### src/design/dwc_cfg.svh
`ifndef DWC_CFG_SVH
`define DWC_CFG_SVH

// Register addresses on the internal register port
`define DWC_ADDR_GENCFG 8'hD1
`define DWC_ADDR_TRIG 8'hD3

// General configuration register reset and field positions
`define DWC_GENCFG_RST 16'h01F0
`define DWC_F_SHAPE_HI 15
`define DWC_F_SHAPE_LO 14
`define DWC_F_LOCK 13
`define DWC_F_PMBUS 12
`define DWC_F_STEP_HI 11
`define DWC_F_STEP_LO 9
`define DWC_F_SLEW_HI 8
`define DWC_F_SLEW_LO 5
`define DWC_F_PDN_HI 4
`define DWC_F_PDN_LO 3
`define DWC_F_REFEN 2
`define DWC_F_SPAN_HI 1
`define DWC_F_SPAN_LO 0

// Trigger register fields
`define DWC_F_KEY_HI 15
`define DWC_F_KEY_LO 12
`define DWC_F_RUN 8
`define DWC_UNLOCK_KEY 4'h5

// Step interval code that disables slewing
`define DWC_SLEW_NONE 4'hF

// Power-down field values
`define DWC_PDN_ON 2'h0
`define DWC_PDN_HIZ 2'h2

// Code step sizes in LSBs
`define DWC_STEP_0 6'h01
`define DWC_STEP_1 6'h02
`define DWC_STEP_2 6'h03
`define DWC_STEP_3 6'h04
`define DWC_STEP_4 6'h06
`define DWC_STEP_5 6'h08
`define DWC_STEP_6 6'h10
`define DWC_STEP_7 6'h20

// Clock rate and per-step dwell times in ns
`define DWC_CLK_MHZ 200
`define DWC_T0_NS 25600
`define DWC_T1_NS 32000
`define DWC_T2_NS 38400
`define DWC_T3_NS 44800
`define DWC_T4_NS 204800
`define DWC_T5_NS 256000
`define DWC_T6_NS 512000
`define DWC_T7_NS 819200
`define DWC_T8_NS 1638400
`define DWC_T9_NS 2457600
`define DWC_T10_NS 3276800
`define DWC_T11_NS 4915200
`define DWC_T12_NS 6553600
`define DWC_T13_NS 8000
`define DWC_T14_NS 12000
`define DWC_CYC(ns) (`DWC_TMR_W'((ns) * `DWC_CLK_MHZ / 1000))
`define DWC_TMR_W 21
`define DWC_NUM_SLEW 15

`endif

### src/design/dwc_pkg.sv
package dwc_pkg;

  typedef enum logic [1:0] {
    DWC_SHAPE_TRI = 2'b00,
    DWC_SHAPE_SAW_UP = 2'b01,
    DWC_SHAPE_SAW_DN = 2'b10,
    DWC_SHAPE_SQUARE = 2'b11
  } dwc_shape_type;

  typedef enum logic [2:0] {
    DWC_ST_IDLE = 3'b000,
    DWC_ST_RISE = 3'b001,
    DWC_ST_FALL = 3'b010,
    DWC_ST_HOLD_HI = 3'b011,
    DWC_ST_HOLD_LO = 3'b100
  } dwc_state_type;

endpackage

### src/design/dwc_step_timer.sv
`timescale 1ns/1ps
`include "dwc_cfg.svh"

module dwc_step_timer
  import dwc_pkg::*;
#(
  parameter logic [`DWC_TMR_W-1:0] STEP_CYC [`DWC_NUM_SLEW] = '{
    `DWC_CYC(`DWC_T0_NS), `DWC_CYC(`DWC_T1_NS), `DWC_CYC(`DWC_T2_NS),
    `DWC_CYC(`DWC_T3_NS), `DWC_CYC(`DWC_T4_NS), `DWC_CYC(`DWC_T5_NS),
    `DWC_CYC(`DWC_T6_NS), `DWC_CYC(`DWC_T7_NS), `DWC_CYC(`DWC_T8_NS),
    `DWC_CYC(`DWC_T9_NS), `DWC_CYC(`DWC_T10_NS), `DWC_CYC(`DWC_T11_NS),
    `DWC_CYC(`DWC_T12_NS), `DWC_CYC(`DWC_T13_NS), `DWC_CYC(`DWC_T14_NS)}
)
(
  input wire logic ref_clk,
  input wire logic reset,
  input wire logic restart,
  input wire logic [3:0] slew_sel,
  output logic tick_r
);

  logic [`DWC_TMR_W-1:0] cnt_r;
  logic [`DWC_TMR_W-1:0] limit;
  logic no_slew;

  assign no_slew = (slew_sel == `DWC_SLEW_NONE);
  assign limit = no_slew ? '0 : STEP_CYC[slew_sel] - `DWC_TMR_W'(1);

  // ----------------------------------------
  // Dwell counter
  // ----------------------------------------
  always_ff @(posedge ref_clk or posedge reset)
  begin
    if (reset)
    begin
      cnt_r <= '0;
      tick_r <= 1'b0;
    end
    else if (restart)
    begin
      cnt_r <= '0;
      tick_r <= 1'b0;
    end
    else if (cnt_r >= limit)
    begin
      cnt_r <= '0;
      tick_r <= 1'b1;
    end
    else
    begin
      cnt_r <= cnt_r + `DWC_TMR_W'(1);
      tick_r <= 1'b0;
    end
  end

endmodule // dwc_step_timer

### src/design/dwc_waveform_config.sv
`timescale 1ns/1ps
`include "dwc_cfg.svh"

module dwc_waveform_config
  import dwc_pkg::*;
#(
  parameter int CODE_W = 10,
  parameter logic [`DWC_TMR_W-1:0] STEP_CYC [`DWC_NUM_SLEW] = '{
    `DWC_CYC(`DWC_T0_NS), `DWC_CYC(`DWC_T1_NS), `DWC_CYC(`DWC_T2_NS),
    `DWC_CYC(`DWC_T3_NS), `DWC_CYC(`DWC_T4_NS), `DWC_CYC(`DWC_T5_NS),
    `DWC_CYC(`DWC_T6_NS), `DWC_CYC(`DWC_T7_NS), `DWC_CYC(`DWC_T8_NS),
    `DWC_CYC(`DWC_T9_NS), `DWC_CYC(`DWC_T10_NS), `DWC_CYC(`DWC_T11_NS),
    `DWC_CYC(`DWC_T12_NS), `DWC_CYC(`DWC_T13_NS), `DWC_CYC(`DWC_T14_NS)}
)
(
  input wire logic ref_clk,
  input wire logic reset,
  input wire logic reg_wr_en,
  input wire logic [7:0] reg_addr,
  input wire logic [15:0] reg_wr_data,
  output logic [15:0] reg_rd_data,
  input wire logic [CODE_W-1:0] margin_high,
  input wire logic [CODE_W-1:0] margin_low,
  output logic [CODE_W-1:0] wave_code,
  output logic wave_active,
  output logic regs_locked,
  output logic pmbus_enable,
  output logic ref_enable,
  output logic [1:0] output_gain_select,
  output logic gain_active,
  output logic powered_up,
  output logic powerdown_hiz,
  output logic powerdown_pulldown
);

  localparam int SW = CODE_W + 1;

  logic [15:0] general_configuration_r;
  logic waveform_run_r;
  logic [15:0] rd_data_r;
  logic [CODE_W-1:0] code_r;
  dwc_state_type state_r;
  logic gain_active_r;
  logic powered_up_r;
  logic pd_hiz_r;
  logic pd_pull_r;
  logic tick;
  logic wr_gencfg;
  logic wr_trig;
  logic key_ok;
  logic locked;
  dwc_shape_type waveform_shape;
  logic [5:0] step_lsb;
  logic [SW-1:0] step_ext;
  logic [SW-1:0] up_sum;
  logic [SW-1:0] dn_diff;
  logic up_hit;
  logic dn_hit;
  logic restart;

  assign wr_gencfg = reg_wr_en && (reg_addr == `DWC_ADDR_GENCFG);
  assign wr_trig = reg_wr_en && (reg_addr == `DWC_ADDR_TRIG);
  assign key_ok = (reg_wr_data[`DWC_F_KEY_HI:`DWC_F_KEY_LO] == `DWC_UNLOCK_KEY);
  assign locked = general_configuration_r[`DWC_F_LOCK];
  assign waveform_shape =
    dwc_shape_type'(general_configuration_r[`DWC_F_SHAPE_HI:`DWC_F_SHAPE_LO]);

  // ----------------------------------------
  // Configuration register
  // ----------------------------------------
  always_ff @(posedge ref_clk or posedge reset)
  begin
    if (reset)
      general_configuration_r <= `DWC_GENCFG_RST;
    else if (wr_gencfg && !locked)
      general_configuration_r <= reg_wr_data;
    // unlock key clears the lock bit
    else if (wr_trig && key_ok)
      general_configuration_r[`DWC_F_LOCK] <= 1'b0;
  end

  // ----------------------------------------
  // Trigger run bit
  // ----------------------------------------
  always_ff @(posedge ref_clk or posedge reset)
  begin
    if (reset)
      waveform_run_r <= 1'b0;
    else if (wr_trig && (!locked || key_ok))
      waveform_run_r <= reg_wr_data[`DWC_F_RUN];
  end

  // ----------------------------------------
  // Read back
  // ----------------------------------------
  always_ff @(posedge ref_clk or posedge reset)
  begin
    if (reset)
      rd_data_r <= 16'h0000;
    else if (reg_addr == `DWC_ADDR_GENCFG)
      rd_data_r <= general_configuration_r;
    else if (reg_addr == `DWC_ADDR_TRIG)
      rd_data_r <= 16'(waveform_run_r) << `DWC_F_RUN;
    else
      rd_data_r <= 16'h0000;
  end

  // ----------------------------------------
  // Analog control outputs
  // ----------------------------------------
  always_ff @(posedge ref_clk or posedge reset)
  begin
    if (reset)
    begin
      gain_active_r <= 1'b0;
      powered_up_r <= 1'b0;
      pd_hiz_r <= 1'b1;
      pd_pull_r <= 1'b0;
    end
    else
    begin
      // gain applies only with internal reference
      gain_active_r <= general_configuration_r[`DWC_F_REFEN];
      powered_up_r <=
        general_configuration_r[`DWC_F_PDN_HI:`DWC_F_PDN_LO] == `DWC_PDN_ON;
      pd_hiz_r <=
        general_configuration_r[`DWC_F_PDN_HI:`DWC_F_PDN_LO] == `DWC_PDN_HIZ;
      pd_pull_r <= general_configuration_r[`DWC_F_PDN_LO];
    end
  end

  // ----------------------------------------
  // Step size
  // ----------------------------------------
  // step size decode
  always_comb
  begin
    unique case (general_configuration_r[`DWC_F_STEP_HI:`DWC_F_STEP_LO])
      3'h0: step_lsb = `DWC_STEP_0;
      3'h1: step_lsb = `DWC_STEP_1;
      3'h2: step_lsb = `DWC_STEP_2;
      3'h3: step_lsb = `DWC_STEP_3;
      3'h4: step_lsb = `DWC_STEP_4;
      3'h5: step_lsb = `DWC_STEP_5;
      3'h6: step_lsb = `DWC_STEP_6;
      3'h7: step_lsb = `DWC_STEP_7;
    endcase
  end

  assign step_ext = SW'(step_lsb);
  assign up_sum = SW'(code_r) + step_ext;
  assign dn_diff = SW'(code_r) - step_ext;
  assign up_hit = up_sum >= SW'(margin_high);
  assign dn_hit = SW'(code_r) < (SW'(margin_low) + step_ext);
  assign restart = (state_r == DWC_ST_IDLE);

  // dwell per step, 1111 ticks every cycle
  dwc_step_timer #(
    .STEP_CYC(STEP_CYC)
  ) u_timer (
    .ref_clk(ref_clk),
    .reset(reset),
    .restart(restart),
    .slew_sel(general_configuration_r[`DWC_F_SLEW_HI:`DWC_F_SLEW_LO]),
    .tick_r(tick)
  );

  // ----------------------------------------
  // Waveform generator
  // ----------------------------------------
  always_ff @(posedge ref_clk or posedge reset)
  begin
    if (reset)
    begin
      state_r <= DWC_ST_IDLE;
      code_r <= '0;
    end
    // stop when run clears; restart on any unlocked config write
    else if (!waveform_run_r || (wr_gencfg && !locked))
      state_r <= DWC_ST_IDLE;
    else
    begin
      unique case (state_r)
        DWC_ST_IDLE:
        begin
          unique case (waveform_shape)
            DWC_SHAPE_TRI, DWC_SHAPE_SAW_UP:
            begin
              code_r <= margin_low;
              state_r <= DWC_ST_RISE;
            end
            DWC_SHAPE_SAW_DN:
            begin
              code_r <= margin_high;
              state_r <= DWC_ST_FALL;
            end
            DWC_SHAPE_SQUARE:
            begin
              code_r <= margin_high;
              state_r <= DWC_ST_HOLD_HI;
            end
          endcase
        end
        DWC_ST_RISE:
        begin
          if (tick)
          begin
            if (code_r >= margin_high)
            begin
              // triangle turns down at the top
              if (waveform_shape == DWC_SHAPE_TRI)
                state_r <= DWC_ST_FALL;
              else
                code_r <= margin_low;
            end
            else
              code_r <= up_hit ? margin_high : up_sum[CODE_W-1:0];
          end
        end
        DWC_ST_FALL:
        begin
          if (tick)
          begin
            if (code_r <= margin_low)
            begin
              // triangle turns up at the bottom
              if (waveform_shape == DWC_SHAPE_TRI)
                state_r <= DWC_ST_RISE;
              else
                code_r <= margin_high;
            end
            else
              code_r <= dn_hit ? margin_low : dn_diff[CODE_W-1:0];
          end
        end
        DWC_ST_HOLD_HI:
        begin
          if (tick)
          begin
            code_r <= margin_low;
            state_r <= DWC_ST_HOLD_LO;
          end
        end
        DWC_ST_HOLD_LO:
        begin
          if (tick)
          begin
            code_r <= margin_high;
            state_r <= DWC_ST_HOLD_HI;
          end
        end
        default:
          state_r <= DWC_ST_IDLE;
      endcase
    end
  end

  assign reg_rd_data = rd_data_r;
  assign wave_code = code_r;
  assign wave_active = waveform_run_r;
  // lock state for the rest of the register map
  assign regs_locked = general_configuration_r[`DWC_F_LOCK];
  assign pmbus_enable = general_configuration_r[`DWC_F_PMBUS];
  assign ref_enable = general_configuration_r[`DWC_F_REFEN];
  assign output_gain_select = general_configuration_r[`DWC_F_SPAN_HI:`DWC_F_SPAN_LO];
  assign gain_active = gain_active_r;
  assign powered_up = powered_up_r;
  assign powerdown_hiz = pd_hiz_r;
  assign powerdown_pulldown = pd_pull_r;

  // ----------------------------------------
  // Checks
  // ----------------------------------------
  chk_reset_value: assert property (@(posedge ref_clk)
    $fell(reset) |-> general_configuration_r == `DWC_GENCFG_RST && !waveform_run_r)
    else $error("config register not at reset value");

  chk_lock_blocks: assert property (@(posedge ref_clk) disable iff (reset)
    wr_gencfg && locked |=> $stable(general_configuration_r))
    else $error("locked config register was written");

  chk_unlock_key: assert property (@(posedge ref_clk) disable iff (reset)
    wr_trig && key_ok |=> !regs_locked)
    else $error("unlock key did not clear lock");

  chk_key_run: assert property (@(posedge ref_clk) disable iff (reset)
    wr_trig && key_ok |=> waveform_run_r == $past(reg_wr_data[`DWC_F_RUN]))
    else $error("key write refused while locked");

  chk_pmbus_write: assert property (@(posedge ref_clk) disable iff (reset)
    wr_gencfg && !locked |=> pmbus_enable == $past(reg_wr_data[`DWC_F_PMBUS]))
    else $error("PMBus enable did not follow write");

  chk_pdn_hiz: assert property (@(posedge ref_clk) disable iff (reset)
    wr_gencfg && !locked ##1 !wr_gencfg |=>
      powerdown_hiz == ($past(reg_wr_data[`DWC_F_PDN_HI:`DWC_F_PDN_LO], 2) == `DWC_PDN_HIZ))
    else $error("high impedance decode wrong");

  chk_gain_gate: assert property (@(posedge ref_clk) disable iff (reset)
    !ref_enable ##1 !ref_enable |-> !gain_active)
    else $error("gain active without internal reference");

  chk_step_bound: assert property (@(posedge ref_clk) disable iff (reset)
    state_r == DWC_ST_RISE && tick && !wr_gencfg && waveform_run_r &&
      code_r < margin_high |=> SW'(code_r) <= SW'($past(code_r)) + $past(step_ext))
    else $error("rising step larger than step size");

  chk_no_slew: assert property (@(posedge ref_clk) disable iff (reset)
    state_r == DWC_ST_HOLD_HI && waveform_run_r && !reg_wr_en &&
      general_configuration_r[`DWC_F_SLEW_HI:`DWC_F_SLEW_LO] == `DWC_SLEW_NONE
      |-> ##[1:2] state_r == DWC_ST_HOLD_LO)
    else $error("no-slew square did not toggle");

  chk_saw_drop: assert property (@(posedge ref_clk) disable iff (reset)
    state_r == DWC_ST_RISE && waveform_shape == DWC_SHAPE_SAW_UP && tick &&
      code_r >= margin_high && waveform_run_r && !wr_gencfg
      |=> code_r == $past(margin_low))
    else $error("sawtooth did not drop to lower code");

  chk_saw_jump: assert property (@(posedge ref_clk) disable iff (reset)
    state_r == DWC_ST_FALL && waveform_shape == DWC_SHAPE_SAW_DN && tick &&
      code_r <= margin_low && waveform_run_r && !wr_gencfg
      |=> code_r == $past(margin_high))
    else $error("sawtooth did not jump to upper code");

  chk_tri_turn: assert property (@(posedge ref_clk) disable iff (reset)
    state_r == DWC_ST_RISE && waveform_shape == DWC_SHAPE_TRI && tick &&
      code_r >= margin_high && waveform_run_r && !wr_gencfg
      |=> state_r == DWC_ST_FALL)
    else $error("triangle did not turn at top");

  chk_square_lvl: assert property (@(posedge ref_clk) disable iff (reset)
    state_r == DWC_ST_HOLD_LO && tick && waveform_run_r && !wr_gencfg
      |=> state_r == DWC_ST_HOLD_HI && code_r == $past(margin_high))
    else $error("square did not return high");

  chk_run_stop: assert property (@(posedge ref_clk) disable iff (reset)
    !waveform_run_r |=> state_r == DWC_ST_IDLE && $stable(code_r))
    else $error("generator ran without run bit");

endmodule // dwc_waveform_config

### config.mk
export PLATFORM = sky130hd
export DESIGN_NAME = dwc_waveform_config
export DESIGN_NICKNAME = d
export VERILOG_FILES = /design/src/design/dwc_pkg.sv /design/src/design/dwc_step_timer.sv /design/src/design/dwc_waveform_config.sv
export VERILOG_INCLUDE_DIRS = /design/src /design/src/design
export SDC_FILE = /design/constraint.sdc
export NUM_CORES = 1
export LEC_CHECK = 0
export BUFFER_PORTS_ARGS = -buffer_cell sky130_fd_sc_hd__buf_4
export CAP_MARGIN = 10
export CELL_PAD_IN_SITES_DETAIL_PLACEMENT = 1
export CELL_PAD_IN_SITES_GLOBAL_PLACEMENT = 1
export CORE_MARGIN = 2
export CORE_UTILIZATION = 41
export CTS_CLUSTER_SIZE = 20
export DETAILED_ROUTE_END_ITERATION = 12
export GPL_TIMING_DRIVEN = 0
export PLACE_DENSITY_LB_ADDON = 0.05
export SYNTH_ARGS = -nofsm -noshare
export SYNTH_HDL_FRONTEND = slang
export SYNTH_SLANG_ARGS = --single-unit
export TNS_END_PERCENT = 100
### constraint.sdc
create_clock -name ref_clk -period 4.4 [get_ports ref_clk]
set_input_delay 0.88 -clock ref_clk [delete_from_list [all_inputs] [get_ports ref_clk]]
set_output_delay 0.88 -clock ref_clk [all_outputs]
set_load 0.01 [all_outputs]
# Word level (Yosys, flattened, before mapping)
# Memories as Yosys holds them, arrays and structs flattened.
# Index checks and enable logic that the tools add are counted.
# word_totals
word_cells	105
mem_bits_ro	384
register_bits	72
out_inout_bits	36
inputBits	47
ram_bits	0
latch_bits	0
mem_count	2
# mem_list
name	words	word_bits	rd	rd_clocked_by_memory_dff	write_ports	line_no	source
(name not given)	16	21	1	0	0	dwc_step_timer.sv:27	assign limit = no_slew ? '0 : STEP_CYC[slew_sel] - `DWC_TMR_W'(1);
(name not given)	8	6	1	0	0	dwc_waveform_config.sv:138	unique case (general_configuration_r[`DWC_F_STEP_HI:`DWC_F_STEP_LO])
# op_classes
addsub	5
n_reduce_logical	18
mux	34
n_shift	0
n_bitwise	2
n_mul	0
order_cmp	6
div_mod_pow	0
eq_ne	26
# op_table
operator	n
21-bit two-way mux	5
10-bit two-way mux	10
10-bit one-hot mux with 5 select lines	1
3-bit two-way mux	9
10-bit by 6-bit adder with 11-bit output	2
21-bit by 1-bit adder with 21-bit output (second input constant)	1
21-bit greater-or-equal comparator	1
21-bit by 1-bit subtractor with 21-bit output (second input constant)	1
10-bit one-hot mux with 2 select lines	1
3-bit inequality test (second input constant)	6
8-bit == test (second input constant)	2
16-bit two-way mux	1
8-bit AND reduction	2
3-bit one-hot mux with 5 select lines	1
3-bit by 2-bit inequality test with 1-bit output (second input constant)	4
11-bit by 10-bit greater-or-equal comparator with 1-bit output	1
10-bit by 11-bit < comparator with 1-bit output	1
10-bit greater-or-equal comparator	1
10-bit less-or-equal comparator	1
10-bit by 6-bit subtractor with 10-bit output	1
9-bit two-way mux	1
3-bit one-hot mux with 3 select lines	1
2-bit by 1-bit inequality test with 1-bit output (second input constant)	4
2-bit == test (second input constant)	3
18 further kinds	30

# Longest topological paths before layout
# Gate-level depths: netlist of the first run.
# logic_depth
ltp_word	9
ltp_mapped	23
mapped_depth_nobuf	22

# Hierarchy
# A second synthesis of the first run with hierarchy kept.
# hier_totals
cells_unflattened	797
area_unflattened_um2	7094.3
# modules_own_cells
mod	area_each_um2	instances	seq_area_each_um2	cells_per_inst
dwc_waveform_config	4823.4	1	1258.7	536
dwc_step_timer	2270.9	1	550.5	261

# Worst setup path after synthesis of the first run
# OpenSTA, ideal clock, no wires.
# synth_timing
path_kind	register to register
startpoint	register general_configuration_r[9]
endpoint	register code_r[1] (netlist: wave_code[1])
setup_ns	0.121
path_buffers	0
path_stages_with_launch	18
path_slack_ns	0.212
required_time_ns	4.279
period_less_slack_ns	4.188
t_arrival_ns	4.067
cell_sequence	dfrtp_1 -> inv_1 -> ha_1 -> inv_1 -> o21ai_0 -> ha_1 -> a21o_1 -> a21o_1 -> a221oi_1 -> xnor2_1 -> ha_1 -> a21o_1 -> a221o_1 -> a31oi_1 -> o221a_4 -> o21bai_4 -> a221o_1 -> a22o_1
# synth_between
elab_chain_cells	7
elab_cells_between_ends	13
cone_classes	add/sub: 3; order compare: 2; mux: 7; memory: 1
# synth_lines
element	line_no	source
start: declaration	dwc_waveform_config.sv:38	logic [15:0] general_configuration_r;
start signal: assignment	dwc_waveform_config.sv:74	general_configuration_r <= `DWC_GENCFG_RST;
start signal: assignment	dwc_waveform_config.sv:76	general_configuration_r <= reg_wr_data;
memory 8 x 6 bit *	-	
10-bit by 6-bit adder with 11-bit output (on tied branches)	dwc_waveform_config.sv:154, dwc_waveform_config.sv:151	
10-bit by 11-bit < comparator with 1-bit output / 11-bit by 10-bit greater-or-equal comparator with 1-bit output (equally long branches)	dwc_waveform_config.sv:154, dwc_waveform_config.sv:153	
10-bit two-way mux (on tied branches)	dwc_waveform_config.sv:233, dwc_waveform_config.sv:217	
10-bit two-way mux (on tied branches)	dwc_waveform_config.sv:224, dwc_waveform_config.sv:208	
10-bit two-way mux (on tied branches)	dwc_waveform_config.sv:222, dwc_waveform_config.sv:206	
10-bit one-hot mux with 5 select lines *	dwc_waveform_config.sv:183	unique case (state_r)
end signal: assignment	dwc_waveform_config.sv:189	code_r <= margin_low;
end signal: assignment	dwc_waveform_config.sv:230	code_r <= margin_high;
end signal: assignment	dwc_waveform_config.sv:233	code_r <= dn_hit ? margin_low : dn_diff[CODE_W-1:0];
end: declaration	dwc_waveform_config.sv:41	logic [CODE_W-1:0] code_r;
# Mark *: on every way between the ends. The rest lies on a longest branch, timed or not. The select of a mux whose other input is x is not followed.
# A chain may end at the register's enable or synchronous reset.

# Final worst setup path of the first run
# layout_timing
startpoint	register general_configuration_r[9]
endpoint	register code_r[2] (netlist: wave_code[2])
# The elaborated chain is that of the path after synthesis.

==> results of run 1 <==
==> cell type report <==
cell class	instances	area, µm²	area share, %
Inverter	56	223	2.64
Clock inverter	7	110	1.30
Sequential cell	72	1810	21.5
Buffer	33	184	2.18
Clock buffer	9	225	2.67
Tap cell	216	270	3.20
Multi-Input combinational cell	639	4770	56.4
Timing Repair Buffer	111	853	10.1
==> how the worst min path moves through the flow <==
stage	start	end	slack, ns	cells after the start
6_report	reset	general_configuration_r[3]	0.39	2
5_1_grt	reset	general_configuration_r[3]	0.38	2
2_1_floorplan	general_configuration_r[3]	powerdown_pulldown	0.40	0
3_3_place_gp	general_configuration_r[2]	gain_active	0.39	0
3_5_place_dp	general_configuration_r[2]	gain_active	0.41	0
4_1_cts	reset	general_configuration_r[3]	0.38	2
==> layer usage <==
metal / share of wire (%) / wire length (µm) / vias up / track usage [%]
met2: 54 / 12600 / 109 / 50.1
li1: - / - / 3109 / -
met3: 2.0 / 462 / 52 / 2.18
met5: 0 / 0 / - / 0
met4: 3.9 / 911 / 0 / 13.0
met1: 40 / 9430 / 3289 / 29.9
==> synth_stat cells, drive strengths merged, types with 14 or more instances <==
master / n / share of area, %
a21oi: 45 / 3.4
and2: 14 / 1.3
buf: 15 / 1.3
clkbuf: 20 / 1.1
dfrtp: 66 / 24
ha: 91 / 17
inv: 55 / 3.1
mux2i: 17 / 2.5
nand2: 75 / 4.2
nand3: 24 / 1.8
nor2: 69 / 3.8
nor3: 19 / 1.6
o21ai: 54 / 4.0
xnor2: 22 / 2.8
xor2: 19 / 2.5
==> cells in the final DEF (no fill, tap or decap), types with 6 or more instances in the layout <==
cell type  count
nor2_1        69
nand3_1       23
clkbuf_16      9
xnor2_1       21
o21bai_1       6
a21o_1        12
inv_1         47
nand2_1       74
nand2b_1      11
buf_2          7
and3_1         8
ha_1          87
mux2_2        10
a21oi_1       41
and2_1        13
buf_4        114
nor3_1        17
xor2_1        19
nand4_1       10
o21a_1        10
dfrtp_1       65
o21ai_1        6
mux2i_1       16
clkbuf_1      12
a31oi_1       10
o211ai_1      12
o21ai_0       44
nor2b_1       12
==> critical path: stages, from the launching register on <==
cell,delay (ns)
dfrtp_1,0.39
buf_4,0.15
ha_1,0.22
inv_1,0.07
o21ai_2,0.08
ha_1,0.32
buf_6,0.13
nand3b_4,0.09
a311oi_2,0.34
a211oi_2,0.10
xnor2_1,0.26
ha_1,0.30
and3_4,0.21
a221o_1,0.36
a31oi_4,0.21
o221a_4,0.26
o21bai_4,0.13
a221o_1,0.35
a22o_1,0.18
==> flip-flops by register name, summed over array words and instances (netlist names) <==
signal                   cells
reg_rd_data                 16
powered_up                   1
gain_active                  1
wave_code                   10
general_configuration_r     16
u_timer.tick_r               1
wave_active                  1
powerdown_pulldown           1
powerdown_hiz                1
u_timer.cnt_r               21
state_r                      3
==> through the flow <==
step           TNS (ns)  setup WS (ns)
6_report              0          0.121
5_1_grt          -0.144        -0.0418
2_1_floorplan         0          0.212
3_3_place_gp     -15.13         -0.623
3_5_place_dp     -17.73         -0.784
4_1_cts               0       0.000417
==> power by group <==
group / total [µW] / switching [µW] / internal, µW
Sequential: 780 / 83.7 / 696
Combinational: 1100 / 621 / 481
Clock: 854 / 343 / 511
Total: 2730 / 1050 / 1690
==> kinds of logic after synthesis <==
logic type | count (synthesis) | share of synthesized area (%)
and+or+nand+nor | 260 | 18.7
AOI/OAI and AO/OA | 215 | 21.7
adders and majority gates | 95 | 17.9
buffers and inverters | 91 | 5.51
DFF | 72 | 26.8
xor gates and xnor gates | 41 | 5.31
muxes | 27 | 4.18
==> repair_timing <==
item	CTS	global route
endpoints found under the setup margin	31	31
gates resized for setup	25	42
pin swaps	8	24
buffers inserted	9	19
gates cloned	0	1
==> out/results.tsv, run 1 <==
stage	metric	value	unit
run_status	status	finished clean	
critical_path	cp-startpoint	general_configuration_r[9]	
min_path	hold_path.class	input port to asynchronous set/reset pin	
die	io_pins	83	
layout	drive_above_1_share	23.4	%
layout	utilization	52.8	%
critical_path	cp-start-kind	flip-flop	
power	vdd_drop_max	0.215	mV
logic_synthesis	synth_edf_count	0	
cts	cts_made_buffers	9	
placement	port_buffers	82	
sta	period_minus_slack	4.28	ns
sta	setup_viol	0	
cts	cts_tree	done	
grt	first_global_vias	6988	
routing	vias	6559	
placement	place_hpwl	17800	µm
power	p_leak	0.00401	µW
logic_synthesis	yosysWarnings	0	
cts	postCtsHoldBufs	0	
die	dieWidth	132	µm
critical_path	required	4.64	ns
critical_path	path_max_fanout	6	
logic_synthesis	synth_seq_area_share	26.8	%
sta	worst_pin_slew	0.766	ns
die	fp-row-count	46	
logic_synthesis	synth_area	6760	µm²
layout	fillers	1924	
routing	wl_per_cell	20.5	µm
flow_run	maxCapViolCount	0	
die	dieArea	17500	µm²
layout	final_cells	1143	
sta	timing.hold.ws	0.392	ns
logic_synthesis	syn_inst	801	
logic_synthesis	synthDistinctLibCells	77	
placement	gp_congestion	0.908	
routing	drt-total-wl	23400	µm
cts	cts.sinks	72	
placement	dp.cells	1100	
layout	final_nets	1063	
critical_path	rrSetupSlack	0.12	ns
die	start_util	42.3	%
logic_synthesis	syn_avg_cell_area	8.44	µm²
critical_path	crit_type	flip-flop to flip-flop	
routing	via_per_inst	5.74	
critical_path	cp-endpoint	wave_code[2]	
logic_synthesis	async_flop_share	100	%
placement	place_area	7680	µm²
cts	clock_path_buffers	2	
routing	drc_errors	0	
sta	period_share	97.3	%
grt	grt_max_degree	70	
cts	clk_latency	0.35	ns
routing	antenna_left	0	
sta	hold_viol	0	
die	die_h	132	µm
sta	max_freq	234	MHz
sta	fin_skew	0.00805	ns
sta	slew_headroom	49.0	%
grt	grt_pass1_wl	36800	µm
power	finalPower	2730	µW
logic_synthesis	synth_seq_cells	72	
routing	drtPass1Iterations	4	
critical_path	r2r-start	general_configuration_r[9]	
die	fp.coreArea	16000	µm²
grt	grt_antenna_before_repair	0	
cts	path_clk_slew	0.07	ns
critical_path	r2r-end	wave_code[2]	
grt	grt_util_all_layers	26.5	%
grt	grt_overflow	0	
critical_path	worst-r2r-cell-count	18	
logic_synthesis	synth_flop_cell	dfrtp_1	
layout	antenna_cells	0	
sta	drv_slew	0	
routing	drt_iter0_drc	267	
cts	root_buffer	clkbuf_16	
power	p_per_area	324	nW/µm²
cts	htreeDepth	3	
layout	syn2layout_area_growth	24.9	%
layout	final_area	8450	µm²
logic_synthesis	synth_fp_nets	942	
critical_path	crit_arrival	4.52	ns
critical_path	endpoint_kind	flip-flop	
Note: power is estimated with default switching activity, not from simulation.
==> inputs of run 2 (changes only) <==
--- a/config.mk
+++ b/config.mk
@@ -10,6 +10,7 @@
 export CAP_MARGIN = 10
 export CELL_PAD_IN_SITES_DETAIL_PLACEMENT = 1
 export CELL_PAD_IN_SITES_GLOBAL_PLACEMENT = 1
+export CORE_ASPECT_RATIO = 0.8
 export CORE_MARGIN = 2
 export CORE_UTILIZATION = 41
 export CTS_CLUSTER_SIZE = 20
==> run 2 against run 1 <==
Effect of this change: clock skew increased by 0.0064 ns; setup slack got worse by 0.079 ns; sequential power decreased by 0.6%; sequential cell count unchanged; sequential share of layout area increased by 0.12 points; hold slack improved by 0.028 ns; combinational power about the same; clock power decreased by 1%; routed wire length increased by 1.9%.
==> out/results.tsv, run 2 (synthesis gave the netlist of run 1 again) <==
stage	metric	value	unit
cts	postCtsHoldBufs	0	
die	fp-row-count	41	
routing	vias	6603	
grt	use_met2	42.3	%
layout	final_cells	1136	
flow_run	maxCapViolCount	0	
cts	htreeDepth	3	
layout	drive_above_1_share	23.1	%
die	start_util	42.4	%
layout	syn2layout_area_growth	24.4	%
die	dieArea	17500	µm²
routing	drt_iter0_drc	445	
grt	grt_util_all_layers	27.0	%
critical_path	path_max_fanout	5	
cts	clk_latency	0.35	ns
grt	first_global_vias	6632	
layout	largest_reg_flops	21	
critical_path	critical_path.max_stage_delay	0.39	ns
sta	period_share	99.0	%
layout	fillers	1907	
placement	gp_congestion	0.925	
layout	antenna_cells	0	
die	io_pins	83	
critical_path	r2r-end	wave_code[2]	
critical_path	rrSetupSlack	0.04	ns
min_path	min_to	gain_active	
sta	drv_slew	0	
sta	timing.hold.ws	0.420	ns
placement	place_hpwl	17900	µm
sta	period_minus_slack	4.36	ns
layout	final_cell_mix	108 x buf_4, 87 x ha_1, 74 x nand2_1, 67 x nor2_1, 63 x dfrtp_1	
grt	grt.busiest_layer	met2	
power	p_leak	0.00399	µW
critical_path	cp-start-kind	flip-flop	
layout	final_nets	1057	
cts	cts_tree	done	
routing	wl_per_cell	21.0	µm
routing	drtPass1Iterations	5	
critical_path	r2r-start	general_configuration_r[9]	
power	vdd_drop_max	0.173	mV
grt	met3_usage	4.83	%
power	p_per_area	324	nW/µm²
min_path	hold_depth	0	
sta	worst_pin_slew	0.781	ns
critical_path	slowest_stage	dfrtp_2	
grt	grt_antenna_before_repair	0	
routing	drt-total-wl	23800	µm
sta	slew_headroom	47.1	%
sta	rsz0062_at_grt	yes	
critical_path	cp_num_buf_inv	2	
cts	clock_path_buffers	2	
sta	setup_viol	0	
sta	fin_skew	0.0145	ns
critical_path	required	4.64	ns
routing	via_per_inst	5.81	
grt	grt_overflow	0	
sta	finalSetupTns	0	ns
min_path	min_from	general_configuration_r[2]	
critical_path	crit_type	flip-flop to flip-flop	
power	finalPower	2730	µW
critical_path	crit_arrival	4.59	ns
sta	hold_viol	0	
placement	port_buffers	82	
grt	grt_max_degree	70	
min_path	hold_path.class	flip-flop to flip-flop	
cts	cts.sinks	72	
cts	root_buffer	clkbuf_16	
layout	register_area	1820	µm²
cts	path_clk_slew	0.07	ns
layout	final_common_cell	buf_4	
die	dieWidth	148	µm
critical_path	cp_top_family	compound AO/OA/AOI/OAI gates	
die	die_h	119	µm
cts	cts_made_buffers	9	
critical_path	worstPathCellList	inv_4 -> ha_4 -> inv_2 -> o21ai_4 -> ha_4 -> a21o_1 -> a21oi_2 -> o21bai_1 -> a21oi_2 -> nor2b_1 -> nor2_2 -> nor2b_1 -> xnor2_1 -> ha_1 -> nand3_2 -> nor3_4 -> a221oi_2 -> a32oi_4 -> mux2i_2 -> o22ai_1 -> a221o_1 -> a22o_1	
run_status	status	finished clean	
grt	grt_use_met1	39.1	%
layout	multiInputGateArea	4770	µm²
die	fp.coreArea	16000	µm²
grt	grt_pass1_wl	37100	µm
routing	antenna_left	0	
critical_path	endpoint_kind	flip-flop	
critical_path	worst-r2r-cell-count	22	
layout	top_register	u_timer.cnt_r	
routing	drc_errors	0	
sta	max_freq	229	MHz
placement	dp.cells	1099	
run 2: worst register-to-register path: cells and delay by family, from the launching register on:
kind / cells / cell delay (ns)
AO/OA/AOI/OAI: 10 / 1.89
XOR/XNOR: 1 / 0.13
adder cells (fa/ha/maj): 3 / 0.82
buffers and inverters: 2 / 0.10
flip-flops: 1 / 0.39
multiplexers: 1 / 0.33
AND/OR/NAND/NOR: 5 / 0.58
run 2: per-stage QoR:
stage	cell area [µm²]	setup slack [ns]	utilization [%]
6_report	8410	0.0419	52.7
5_1_grt	8410	-0.115	52.7
4_1_cts	8190	0.000590	51.3
3_5_place_dp	7680	-1.12	48.1
3_3_place_gp	7650	-0.975	47.9
2_1_floorplan	6760	0.212	-
run 2: layer usage:
layer | part of all wire, % | vias up
li1 | - | 3092
met1 | 49 | 3271
met2 | 44 | 214
met3 | 6.0 | 26
met4 | 1.2 | 0
met5 | 0 | -
run 2: power breakdown:
group	total, µW	internal, µW	switching (µW)	leakage (µW)
Clock	843	518	325	0.000161
Sequential	775	696	79.4	0.000952
Combinational	1110	469	639	0.00288
Total	2730	1680	1040	0.00399
run 2: worst max-delay path by stage:
stage / start / to / depth (start not counted) / slack, ns
2_1_floorplan: general_configuration_r[9] / wave_code[1] / 17 / 0.21
3_3_place_gp: general_configuration_r[9] / wave_code[0] / 22 / -0.98
3_5_place_dp: general_configuration_r[9] / wave_code[0] / 22 / -1.12
5_1_grt: general_configuration_r[9] / wave_code[2] / 22 / -0.12
6_report: general_configuration_r[9] / wave_code[2] / 22 / 0.04
4_1_cts: general_configuration_r[9] / wave_code[2] / 22 / 0.0006
run 2: area by class of cell:
cell class	count	share of cell area (%)
plain buffers	33	2.22
clock buffers	11	2.89
clock inverters	5	1.03
inverters	56	2.68
multi-input cells	638	56.7
repair buffers	106	9.67
well taps	215	3.20
flip-flops and latches	72	21.6
run 2: what timing repair did:
action,in CTS,in global routing
gates resized for setup,39,35
pin swaps,12,23
endpoints found under the setup margin,31,30
setup buffers,8,14
gates cloned,0,1
